--- config.mk ---
export PLATFORM = sky130hd
export DESIGN_NAME = roi_mode_and_temp_csr
export DESIGN_NICKNAME = d
export VERILOG_FILES = /design/src/include/roi_csr_pkg.sv /design/src/design/roi_mode_and_temp_csr.sv
export VERILOG_INCLUDE_DIRS = /design/src /design/src/include
export SDC_FILE = /design/constraint.sdc
export NUM_CORES = 1
export LEC_CHECK = 0
export BUFFER_PORTS_ARGS = -buffer_cell sky130_fd_sc_hd__buf_4
export CAP_MARGIN = 20
export CORE_MARGIN = 2
export CORE_UTILIZATION = 38
export CTS_CLUSTER_DIAMETER = 100
export CTS_CLUSTER_SIZE = 25
export DETAILED_ROUTE_END_ITERATION = 8
export HOLD_SLACK_MARGIN = 0.02
export PLACE_DENSITY = 0.52
export SLEW_MARGIN = 20
export SYNTH_ARGS = -nofsm -noshare
export SYNTH_HDL_FRONTEND = slang
export SYNTH_SLANG_ARGS = --single-unit
--- constraint.sdc ---
create_clock -name clk_i -period 11 [get_ports clk_i]
set_clock_uncertainty 0.2 [all_clocks]
set_input_delay 0.55 -clock clk_i [delete_from_list [all_inputs] [get_ports clk_i]]
set_output_delay 0.55 -clock clk_i [all_outputs]
set_load 0.05 [all_outputs]
--- src/include/roi_csr_cfg.svh ---
// Offsets, fields, reset values and fixed answers of the region mode CSR block
`ifndef ROI_CSR_CFG_SVH
`define ROI_CSR_CFG_SVH
// Byte addresses relative to the camera register base
`define PTR_MODE0_ADDR 16'h02E0
`define PTR_MODE1_ADDR 16'h02E4
`define PTR_MODE0_VAL 32'h003C_2000
`define PTR_MODE1_VAL 32'h003C_2400
`define FERR_HI_ADDR 16'h0640
`define FERR_LO_ADDR 16'h0644
`define TEMP_ADDR 16'h082C
`define CTRL_ADDR 16'h0A00
`define ISTAT_ADDR 16'h0A04
`define IMASK_ADDR 16'h0A08
// Offsets inside one mode register set
`define OFS_MAX_EXT 12'h000
`define OFS_UNIT 12'h004
`define OFS_ORIGIN 12'h008
`define OFS_EXTENT 12'h00C
`define OFS_ENC_SEL 12'h010
`define OFS_ENC_CAP 12'h014
`define OFS_VENC_CAP 12'h024
`define OFS_PIX_CNT 12'h034
`define OFS_BYTES_HI 12'h038
`define OFS_BYTES_LO 12'h03C
`define OFS_PKT_INQ 12'h040
`define OFS_PKT_SET 12'h044
`define OFS_VSET 12'h07C
// Field positions
`define VSET_SETTING 30
`define VSET_FAULT_A 23
`define VSET_FAULT_B 22
`define TEMP_PRESENT 31
`define TEMP_ABS 30
`define TEMP_ON 25
`define CTRL_MODE 0
`define CTRL_EN 1
`define CTRL_INIT 31
`define IRQ_BLOCKED 0
`define IRQ_FAULT 1
// Fixed answers and reset values
`define MAX_W 16'h0800
`define MAX_H 16'h0600
`define UNIT_W 16'h0002
`define UNIT_H 16'h0002
`define ENC_CAP 32'h8000_0000
`define VENC_CAP 32'h0880_0000
`define ENC_DEFAULT 8'h00
`define ENC_VENDOR_MIN 8'h80
`define ENC_MONO12 8'h84
`define ENC_RAW12 8'h88
`define ENC_RSV_LO 8'h85
`define ENC_RSV_HI 8'h87
`define PKT_UNIT 16'h0004
`define PKT_MAX 16'h1000
// Temperature input in quarter degrees, output in tenths
`define TEMP_MIN_Q 11'sh724
`define TEMP_MAX_Q 11'sh258
`endif

--- src/include/roi_csr_pkg.sv ---
// Types shared by the region mode CSR block
package roi_csr_pkg;
    typedef enum logic [0:0] {BUS_IDLE, BUS_ACK} bus_st_t;
    typedef logic [15:0] addr_t;
endpackage : roi_csr_pkg

--- src/design/roi_mode_and_temp_csr.sv ---
// Region mode CSR bank with temperature readout on an Avalon-MM slave
`timescale 1ns/10ps
`default_nettype none
`include "roi_csr_cfg.svh"

// Overview of operation
// - Feature error words always read zero
// - Pointer gives mode 0 quadlet offset
// - Next pointer gives mode 1 offset
// - Fault flags recomputed on every set access
// - Setting bit self-clears; registers refresh each access
// - No capture while a fault flag of the active mode is set
// - Init or reset restores encoding selector
// - Packet unit size field fixed, pre-filled
// - Ids 128-255 vendor; 132/136 packed 12-bit
// - Temperature presence bit reads one
// - Temperature on bit always reads one
// - Temperature value in tenths of degrees
// - Displayed range -55 to 150, quarter steps
module roi_mode_and_temp_csr
    import roi_csr_pkg::*;
(
    input wire logic clk_i,
    input wire logic rst_n_i,
    input wire logic [15:0] avs_address,
    input wire logic avs_read,
    input wire logic avs_write,
    input wire logic [31:0] avs_writedata,
    input wire logic [3:0] avs_byteenable,
    output logic [31:0] avs_readdata,
    output logic avs_waitrequest,
    input wire logic init_command_i,
    input wire logic capture_req_i,
    input wire logic signed [10:0] temp_quarter_i,
    output logic capture_start_o,
    output logic [0:0] active_mode_o,
    output logic irq_o
);

    // ****************************************
    // Storage
    // ****************************************
    bus_st_t bus_st_r;
    logic [31:0] readdata_r;
    logic [31:0] origin_r [2];
    logic [31:0] extent_r [2];
    logic [7:0] enc_sel_r [2];
    logic [15:0] pkt_bytes_r [2];
    logic [1:0] fault_a_r;
    logic [1:0] fault_b_r;
    logic [1:0] refresh_r;
    logic [31:0] ctrl_r;
    logic [1:0] istat_r;
    logic [1:0] imask_r;
    logic signed [11:0] temp_r;
    logic capture_r;
    logic [1:0] ev;
    logic [31:0] wmask;
    logic access;
    logic wr_ack;
    logic msel;
    logic mhit;
    logic [11:0] mofs;
    logic init_any;
    logic signed [10:0] tq_clamp;
    logic signed [13:0] t_tenths;

    // ****************************************
    // Helpers
    // ****************************************
    function automatic logic in_mode(input addr_t a, input logic [31:0] p);
        in_mode = (a[15:12] == p[13:10]);
    endfunction : in_mode
    function automatic logic enc_packed(input logic [7:0] id);
        enc_packed = (id == `ENC_MONO12) || (id == `ENC_RAW12);
    endfunction : enc_packed
    function automatic logic enc_bad(input logic [7:0] id);
        enc_bad = (id >= `ENC_RSV_LO) && (id <= `ENC_RSV_HI);
    endfunction : enc_bad
    function automatic logic [31:0] pix_count(input logic [31:0] ext);
        pix_count = ext[31:16] * ext[15:0];
    endfunction : pix_count
    function automatic logic [31:0] frame_bytes(input logic [31:0] ext,
                                               input logic [7:0] id);
        logic [31:0] p;
        p = pix_count(ext);
        frame_bytes = enc_packed(id) ? p + (p >> 1) : p;
    endfunction : frame_bytes
    function automatic logic fault_geom(input logic [31:0] org,
                                        input logic [31:0] ext);
        logic [16:0] rx;
        logic [16:0] ry;
        rx = {1'b0, org[31:16]} + {1'b0, ext[31:16]};
        ry = {1'b0, org[15:0]} + {1'b0, ext[15:0]};
        fault_geom = (rx > {1'b0, `MAX_W}) || (ry > {1'b0, `MAX_H})
                     || (ext[31:16] == 16'h0000) || (ext[15:0] == 16'h0000);
    endfunction : fault_geom
    function automatic logic fault_pkt(input logic [15:0] b,
                                       input logic [7:0] id);
        fault_pkt = (b == 16'h0000) || (b > `PKT_MAX)
                    || ((b & (`PKT_UNIT - 16'h0001)) != 16'h0000)
                    || enc_bad(id);
    endfunction : fault_pkt

    // ****************************************
    // Bus decode
    // ****************************************
    assign access = (avs_read || avs_write) && (bus_st_r == BUS_ACK);
    assign wr_ack = avs_write && (bus_st_r == BUS_ACK);
    assign msel = avs_address[12];
    assign mhit = avs_address[15:13] == 3'b100
                  && (in_mode(avs_address, `PTR_MODE0_VAL)
                      || in_mode(avs_address, `PTR_MODE1_VAL));
    assign mofs = avs_address[11:0];
    assign init_any = init_command_i || (wr_ack
                      && avs_address == `CTRL_ADDR
                      && avs_writedata[`CTRL_INIT]);
    assign wmask = {{8{avs_byteenable[3]}}, {8{avs_byteenable[2]}},
                    {8{avs_byteenable[1]}}, {8{avs_byteenable[0]}}};
    assign avs_waitrequest = (avs_read || avs_write)
                             && (bus_st_r == BUS_IDLE);
    assign avs_readdata = readdata_r;

    always_ff @(posedge clk_i) begin
        if (!rst_n_i) begin
            bus_st_r <= BUS_IDLE;
        end else begin
            case (bus_st_r)
                BUS_IDLE: bus_st_r <= (avs_read || avs_write) ? BUS_ACK
                                                               : BUS_IDLE;
                BUS_ACK: bus_st_r <= BUS_IDLE;
                default: bus_st_r <= BUS_IDLE;
            endcase
        end
    end

    // ****************************************
    // Read data
    // ****************************************
    always_ff @(posedge clk_i) begin
        if (!rst_n_i) begin
            readdata_r <= 32'h0000_0000;
        end else if (avs_read && bus_st_r == BUS_IDLE) begin
            readdata_r <= 32'h0000_0000;
            if (mhit) begin
                case (mofs)
                    `OFS_MAX_EXT: readdata_r <= {`MAX_W, `MAX_H};
                    `OFS_UNIT: readdata_r <= {`UNIT_W, `UNIT_H};
                    `OFS_ORIGIN: readdata_r <= origin_r[msel];
                    `OFS_EXTENT: readdata_r <= extent_r[msel];
                    `OFS_ENC_SEL: readdata_r <= {enc_sel_r[msel], 24'h000000};
                    `OFS_ENC_CAP: readdata_r <= `ENC_CAP;
                    `OFS_VENC_CAP: readdata_r <= `VENC_CAP;
                    `OFS_PIX_CNT: readdata_r <= pix_count(extent_r[msel]);
                    `OFS_BYTES_HI: readdata_r <= 32'h0000_0000;
                    `OFS_BYTES_LO: begin
                        readdata_r <= frame_bytes(extent_r[msel],
                                                  enc_sel_r[msel]);
                    end
                    `OFS_PKT_INQ: readdata_r <= {`PKT_UNIT, `PKT_MAX};
                    `OFS_PKT_SET: readdata_r <= {pkt_bytes_r[msel], `PKT_MAX};
                    `OFS_VSET: begin
                        readdata_r[`VSET_FAULT_A] <= fault_a_r[msel];
                        readdata_r[`VSET_FAULT_B] <= fault_b_r[msel];
                    end
                    default: readdata_r <= 32'h0000_0000;
                endcase
            end else begin
                case (avs_address)
                    `PTR_MODE0_ADDR: readdata_r <= `PTR_MODE0_VAL;
                    `PTR_MODE1_ADDR: readdata_r <= `PTR_MODE1_VAL;
                    `FERR_HI_ADDR: readdata_r <= 32'h0000_0000;
                    `FERR_LO_ADDR: readdata_r <= 32'h0000_0000;
                    `TEMP_ADDR: begin
                        readdata_r[`TEMP_PRESENT] <= 1'b1;
                        readdata_r[`TEMP_ABS] <= 1'b0;
                        readdata_r[`TEMP_ON] <= 1'b1;
                        readdata_r[11:0] <= temp_r;
                    end
                    `CTRL_ADDR: readdata_r <= {1'b0, ctrl_r[30:0]};
                    `ISTAT_ADDR: readdata_r <= {30'h0000_0000, istat_r};
                    `IMASK_ADDR: readdata_r <= {30'h0000_0000, imask_r};
                    default: readdata_r <= 32'h0000_0000;
                endcase
            end
        end
    end

    // ****************************************
    // Mode register sets
    // ****************************************
    always_ff @(posedge clk_i) begin
        if (!rst_n_i) begin
            for (int m = 0; m < 2; m++) begin
                origin_r[m] <= 32'h0000_0000;
                extent_r[m] <= {`MAX_W, `MAX_H};
                enc_sel_r[m] <= `ENC_DEFAULT;
                pkt_bytes_r[m] <= `PKT_MAX;
            end
        end else if (init_any) begin
            for (int m = 0; m < 2; m++) begin
                enc_sel_r[m] <= `ENC_DEFAULT;
            end
        end else if (wr_ack && mhit) begin
            case (mofs)
                `OFS_ORIGIN: begin
                    origin_r[msel] <= (origin_r[msel] & ~wmask)
                                      | (avs_writedata & wmask);
                end
                `OFS_EXTENT: begin
                    extent_r[msel] <= (extent_r[msel] & ~wmask)
                                      | (avs_writedata & wmask);
                end
                `OFS_ENC_SEL: begin
                    if (avs_byteenable[3]) begin
                        enc_sel_r[msel] <= avs_writedata[31:24];
                    end
                end
                `OFS_PKT_SET: begin
                    if (avs_byteenable[3] && avs_byteenable[2]) begin
                        pkt_bytes_r[msel] <= avs_writedata[31:16];
                    end
                end
                default: begin
                end
            endcase
        end
    end

    // Fault flags follow two cycles after any access to a set
    always_ff @(posedge clk_i) begin
        if (!rst_n_i) begin
            refresh_r <= 2'b00;
        end else begin
            refresh_r <= 2'b00;
            if (access && mhit) begin
                refresh_r[msel] <= 1'b1;
            end
        end
    end

    always_ff @(posedge clk_i) begin
        if (!rst_n_i) begin
            fault_a_r <= 2'b00;
            fault_b_r <= 2'b00;
        end else begin
            for (int m = 0; m < 2; m++) begin
                if (refresh_r[m]) begin
                    fault_a_r[m] <= fault_geom(origin_r[m], extent_r[m]);
                    fault_b_r[m] <= fault_pkt(pkt_bytes_r[m],
                                              enc_sel_r[m]);
                end
            end
        end
    end

    // ****************************************
    // Control and capture gating
    // ****************************************
    always_ff @(posedge clk_i) begin
        if (!rst_n_i) begin
            ctrl_r <= 32'h0000_0000;
        end else if (wr_ack && avs_address == `CTRL_ADDR) begin
            ctrl_r <= {1'b0, 29'h0000_0000,
                       avs_writedata[`CTRL_EN], avs_writedata[`CTRL_MODE]};
        end
    end
    assign active_mode_o = ctrl_r[`CTRL_MODE];

    always_ff @(posedge clk_i) begin
        if (!rst_n_i) begin
            capture_r <= 1'b0;
        end else begin
            capture_r <= capture_req_i && ctrl_r[`CTRL_EN]
                         && !fault_a_r[ctrl_r[`CTRL_MODE]]
                         && !fault_b_r[ctrl_r[`CTRL_MODE]];
        end
    end
    assign capture_start_o = capture_r;

    // ****************************************
    // Interrupts
    // ****************************************
    assign ev[`IRQ_BLOCKED] = capture_req_i && ctrl_r[`CTRL_EN]
                              && (fault_a_r[ctrl_r[`CTRL_MODE]]
                                  || fault_b_r[ctrl_r[`CTRL_MODE]]);
    assign ev[`IRQ_FAULT] = |((refresh_r & fault_a_r)
                              | (refresh_r & fault_b_r));

    always_ff @(posedge clk_i) begin
        if (!rst_n_i) begin
            istat_r <= 2'b00;
        end else if (wr_ack && avs_address == `ISTAT_ADDR
                     && avs_byteenable[0]) begin
            istat_r <= (istat_r & ~avs_writedata[1:0]) | ev;
        end else begin
            istat_r <= istat_r | ev;
        end
    end

    always_ff @(posedge clk_i) begin
        if (!rst_n_i) begin
            imask_r <= 2'b00;
        end else if (wr_ack && avs_address == `IMASK_ADDR
                     && avs_byteenable[0]) begin
            imask_r <= avs_writedata[1:0];
        end
    end

    assign irq_o = |(istat_r & imask_r);

    // ****************************************
    // Temperature
    // ****************************************
    always_comb begin
        tq_clamp = temp_quarter_i;
        if (temp_quarter_i < `TEMP_MIN_Q) begin
            tq_clamp = `TEMP_MIN_Q;
        end else if (temp_quarter_i > `TEMP_MAX_Q) begin
            tq_clamp = `TEMP_MAX_Q;
        end
        t_tenths = (14'(tq_clamp) * 14'sd5) >>> 1;
    end

    always_ff @(posedge clk_i) begin
        if (!rst_n_i) begin
            temp_r <= 12'sh000;
        end else begin
            temp_r <= t_tenths[11:0];
        end
    end
endmodule : roi_mode_and_temp_csr
`default_nettype wire

* Word-level counts from Yosys, hierarchy flattened *
Memory sizes are Yosys's and may differ from the RTL's.
Index checks and enable logic that the tools add are counted.

cells by class
  shift operators = 0
  $lt $le $gt $ge = 15
  multiplexer cells = 64
  divide/modulo/power cells = 0
  add/subtract/negate cells = 5
  multipliers = 2
  equal/unequal tests = 22
  reductions and logical operators = 58
  bitwise gates (word level) = 17

operators by type and width
  operator                                              number
  case mux 22 bit (8 select lines)                      1
  two-way mux 32 bit                                    4
  bitwise AND 32 bit                                    3
  logical NOT 16 bit                                    6
  adder 16 x 16 -> 17 bit                               4
  == test 16 x 12 -> 1 bit, second input constant       4
  bitwise OR 32 bit                                     2
  case mux 8 bit (8 select lines)                       1
  OR reduction 32 bit                                   2
  case mux 12 bit (5 select lines)                      1
  two-way mux 1 bit                                     45
  == test 12 x 6 -> 1 bit, second input constant        3
  == test 12 x 7 -> 1 bit, second input constant        3
  > comparator 17 x 11 -> 1 bit, second input constant  2
  > comparator 17 x 12 -> 1 bit, second input constant  2
  adder 32 x 31 -> 32 bit                               1
  == test 16 x 10 -> 1 bit, second input constant       2
  > comparator 16 x 13 -> 1 bit, second input constant  2
  multiplier 16 x 16 -> 32 bit                          1
  NOT 32 bit                                            1
  nonzero test 16 bit                                   2
  == test 12 x 4 -> 1 bit, second input constant        2
  == test 12 x 5 -> 1 bit, second input constant        2
  two-way mux 8 bit                                     3
  other kinds (31)                                      84

storage, ports and cells
  memories = 4
  latch bits = 0
  flip-flop bits (word level) = 58
  logic and storage cells = 199
  memory bits (read-only) = 0
  memory bits (writable) = 176

memory list
  name         depth  width  rd ports  clocked after Yosys merged registers in  write ports  line                         RTL
  extent_r     2      32     3         0                                        2            roi_mode_and_temp_csr.sv:46  logic [31:0] extent_r [2];
  origin_r     2      32     3         0                                        2            roi_mode_and_temp_csr.sv:45  logic [31:0] origin_r [2];
  pkt_bytes_r  2      16     3         0                                        2            roi_mode_and_temp_csr.sv:48  logic [15:0] pkt_bytes_r [2];
  enc_sel_r    2      8      3         0                                        2            roi_mode_and_temp_csr.sv:47  logic [7:0] enc_sel_r [2];

* Longest topological paths before layout *
  depth in word-level cells = 10
  mapped depth = 39
  depth with buffers taken out = 35

* Worst setup path after synthesis *
Ideal clock, no wire load.

  kind = input port to flip-flop
  start = input avs_address[12]
  end = register readdata_r[31], in the netlist avs_readdata[31]
  setup time = 120 ps
  required time = 10680 ps
  arrival time = 10042 ps
  setup slack = 639 ps
  stages = 37
  cells stage by stage = clkbuf_1 > clkbuf_1 > buf_1 > buf_1 > clkbuf_1 > mux2i_1 > clkbuf_1 > nor2_1 > fa_1 > inv_1 > fa_1 > fa_1 > fa_1 > inv_1 > fa_1 > inv_1 > fa_1 > inv_1 > ha_1 > and4_1 > a221oi_1 > o21a_1 > nand2_1 > a21o_1 > a21oi_1 > xnor2_1 > ha_1 > nand4_1 > a2111oi_0 > nor2_1 > o31ai_1 > and2_1 > a41o_4 > a31oi_4 > a2111oi_2 > nor4b_1 > a211o_1

between the ends
  cells in the longest elaborated chain, start to end = 6
  elaborated cells on any way between the ends = 18

RTL lines
  element                                                        line                                                      RTL
  start: declaration                                             roi_mode_and_temp_csr.sv:25                               input wire logic [15:0] avs_address,
  memory (2 x 32 bit) or memory (2 x 8 bit) (tied branches)      -
  multiplier 16 x 16 -> 32 bit or == test 8 bit (tied branches)  -
  adder 32 x 31 -> 32 bit or logical OR 1 bit (tied branches)    roi_mode_and_temp_csr.sv:87, roi_mode_and_temp_csr.sv:75
  two-way mux 32 bit                                             roi_mode_and_temp_csr.sv:87                               frame_bytes = enc_packed(id) ? p + (p >> 1) : p;
  case mux 8 bit (8 select lines)                                roi_mode_and_temp_csr.sv:146                              case (mofs)
  two-way mux 32 bit *                                           roi_mode_and_temp_csr.sv:145                              if (mhit) begin
  end signal: assignment                                         roi_mode_and_temp_csr.sv:147                              `OFS_MAX_EXT: readdata_r <= {`MAX_W, `MAX_H};
  end signal: assignment                                         roi_mode_and_temp_csr.sv:148                              `OFS_UNIT: readdata_r <= {`UNIT_W, `UNIT_H};
  end signal: assignment                                         roi_mode_and_temp_csr.sv:149                              `OFS_ORIGIN: readdata_r <= origin_r[msel];
  end: declaration                                               roi_mode_and_temp_csr.sv:44                               logic [31:0] readdata_r;

Mark *: on every way between the ends. The rest lies on a longest branch, timed or not.
A chain may end at the register's enable or synchronous reset.

* Worst setup path after layout *
Same ends and word-level chain as after synthesis.

==> out/metrics.yaml <==
floorplanning:
  ioPinCount: 105
  die_y_um: 260
  die_w_um: 260
  dieArea_um2: 67600
  floorplan.initialDensity_pct: 38.6
  core_area_um2: 64600
  rows: 93
route:
  dr.pass1.iters: 6
  ant_nets: 0
  dr_wl_met2_um: 43500
  highest_layer: "met4"
  wl_per_cell_um: 25.6
  vias_per_cell: 5.86
  wl_met1_um: 41500
  drc: 0
  totalWireLength_um: 95400
  vias: 21900
  drt_iter0_markers: 1896
  met3_length_um: 7350
clock_network:
  cts_setup_buffers: 0
  clock_sinks: 234
  cts_root_buffer: "clkbuf_16"
  clk_latency_ps: 520
  numCtsBuffers: 14
  clkSlewWorstSetupHoldPaths_ps: 100
  htreeDepth: 1
  cts_tree: "built"
  ctsHoldBuffers: 0
  post_cts_resize_count: 0
  cts_buffer_depth: 3
synthesis:
  synth_edf_count: 176
  synth.yosys.seq_area_share_pct: 25.9
  avgSynthCellArea_um2: 8.91
  synth_cells: 2796
  yosys-top-cells-area: "edfxtp_1 21%, fa_1 16%, ha_1 11%, nor2_1 5.5%, dfxtp_1 4.7%"
  yosys.area.top_type_share_pct: 21.2
  ys_seq_elements: 234
  synth_top_area_cell: "edfxtp_1"
  async_flop_share_pct: 0
  yosysWarnings: 0
  syn_area_um2: 24900
  ys_types: 79
  syn_nets: 3283
  synthFlopType: "edfxtp_1"
power_and_ir_drop:
  leakagePower_nw: 11.7
  pwr-share-comb_pct: 81.7
  vdd_drop_max_mv: 0.727
  pwr_density_cell_nw_per_um2: 324
  p_seq_share_pct: 11.4
  clockPowerShare_pct: 6.8
  p_switching_mw: 4.65
  p_sw_share_pct: 52.7
  internal_power_mw: 4.17
timing:
  finalCritPeriodShare_pct: 87.6
  maxSlewHeadroom_pct: 24.5
  finalHoldViolations: 0
  max_freq_ghz: 0.104
  setup_viol: 0
  rsz0062_at_grt: "false"
  drv_slew: 0
  finalSetupTns_ps: 0
  period_minus_slack_ps: 9630
  worst_slew_pin_slew_ps: 1130
hold_path:
  min_path_type: "primary input to register"
cells_and_area:
  final_nets: 3355
  fin_area_um2: 27200
  synthToLayoutAreaGrowth_pct: 9.33
  drive_above_1_share_pct: 9.60
  antennaDiodeCount: 0
setup_path:
  crit_slowest_cell: "mux2i_1"
  setup.worst_path.start_class: "primary input"
  required_ps: 11210
  end_kind: "register"
  r2r_slack_ps: 1650
  slowest_delay_ps: 750
  path_buf_inv: 6
  worstPathArrival_ps: 9840
  cpMostUsedCell: "fa_1"
  cp_top_family: "adder cells"
  crit_path_max_fanout: 58
  crit_type: "primary input to register"
placed_design:
  hpwl_um: 76700
  gp_congestion: 0.977
  place_area_um2: 26800
  port_buffers: 104
grt:
  grt-ovfl-total: 0
  grt_pass1_vias: 21800
  grt_max_degree: 59
  grt_pass1_wl_um: 143000
  track_usage_pct: 28.3
  antenna_found_initial: 1
status:
  status: "complete, no violations"
run:
  maxCapViolCount: 0
state kept, by name (all words and copies together) (netlist names):
signal           count
ctrl_r               2
origin_r            64
bus_st_r             1
temp_r              12
pkt_bytes_r         32
istat_r              2
imask_r              2
refresh_r            2
enc_sel_r           16
extent_r            64
fault_b_r            2
avs_readdata        32
fault_a_r            2
capture_start_o      1
routing by layer:
metal	GRT usage [%]	vias to the layer above
li1	-	9837
met1	39.8	10900
met2	45.3	960
met3	3.95	127
met4	8.05	0
met5	0	-
worst reg2reg max path, delay by kind of cell (launching register included):
kind | cells | cell delay (ps)
XOR/XNOR | 1 | 180
buffers and inverters | 5 | 600
AND/OR/NAND/NOR | 7 | 1150
adder cells (fa/ha/maj) | 8 | 3890
AO/OA/AOI/OAI | 11 | 2750
flip-flops | 1 | 490
layout make-up:
type                    count  area, um2
clock buffers              16        379
fillers                  6458      37400
clock inverters             6       66.3
flip-flops and latches    234       6450
inverters                 279       1050
repair buffers            152       1140
multi-input cells        2187      17100
well taps                 855       1070
synthesized netlist by cell type, types with 58 or more instances:
cell type  number
nand2b_1       62
nor2_1        367
mux2_2         75
and2_1         63
clkbuf_1       81
dfxtp_1        58
fa_1          200
a21oi_1       121
nand2_1       284
ha_1          218
edfxtp_1      176
inv_1         279
o21ai_0       183
cell families (layout without fill, tap and decap cells):
kind of cell    after synthesis  in the layout  share of synthesized area, %
mux                         124            124                          5.36
xor+xnor                     81             81                          2.90
flops                       234            234                          25.9
fa+ha+maj                   418            418                          27.0
buf+inv                     375            453                          5.68
simple gates               1000           1000                          18.5
compound gates              564            564                          14.7
per-stage QoR:
stage	worst slack (ps)	utilization [%]	cells	total power [mW]	hold slack, ps
2_1_floorplan	639	-	2796	6.40	247
3_3_place_gp	1100	41.5	3706	8.04	247
3_5_place_dp	1030	41.5	3706	8.11	245
4_1_cts	1510	42.2	3728	8.74	111
5_1_grt	776	42.2	3729	9.54	131
6_report	1370	42.2	3729	8.82	116
power by group through the flow:
stage | clock network, mW | logic [mW] | registers [mW]
floorplan | 0 | 5.38 | 1.02
global placement | 0 | 7.01 | 1.03
detailed placement | 0 | 7.08 | 1.03
CTS | 0.606 | 7.13 | 1.01
global route | 0.637 | 7.89 | 1.01
finish | 0.602 | 7.21 | 1.01
path summary, 6_finish.rpt:
kind | from | to | depth (start not counted)
max | avs_address[12] | avs_readdata[31]$_SDFFE_PN0P_ | 30
min reg2reg | avs_readdata[13]$_SDFFE_PN0P_ | avs_readdata[13]$_SDFFE_PN0P_ | 2
min | temp_quarter_i[1] | temp_r[0]$_SDFF_PN0_ | 2
max reg2reg | extent_r[0][1]$_SDFFCE_PN0P_ | avs_readdata[31]$_SDFFE_PN0P_ | 32
cells in the final DEF (no fill, tap or decap), drive strengths merged, types with 49 or more instances in the layout:
| master | count |
|---|---|
| buf | 151 |
| and2 | 66 |
| a21oi | 121 |
| ha | 218 |
| nand2b | 62 |
| fa | 200 |
| dfxtp | 58 |
| nor2 | 367 |
| mux2 | 75 |
| mux2i | 49 |
| edfxtp | 176 |
| xnor2 | 49 |
| o21ai | 186 |
| inv | 282 |
| nand2 | 284 |
No activity file was read; power rests on OpenSTA's default activity.
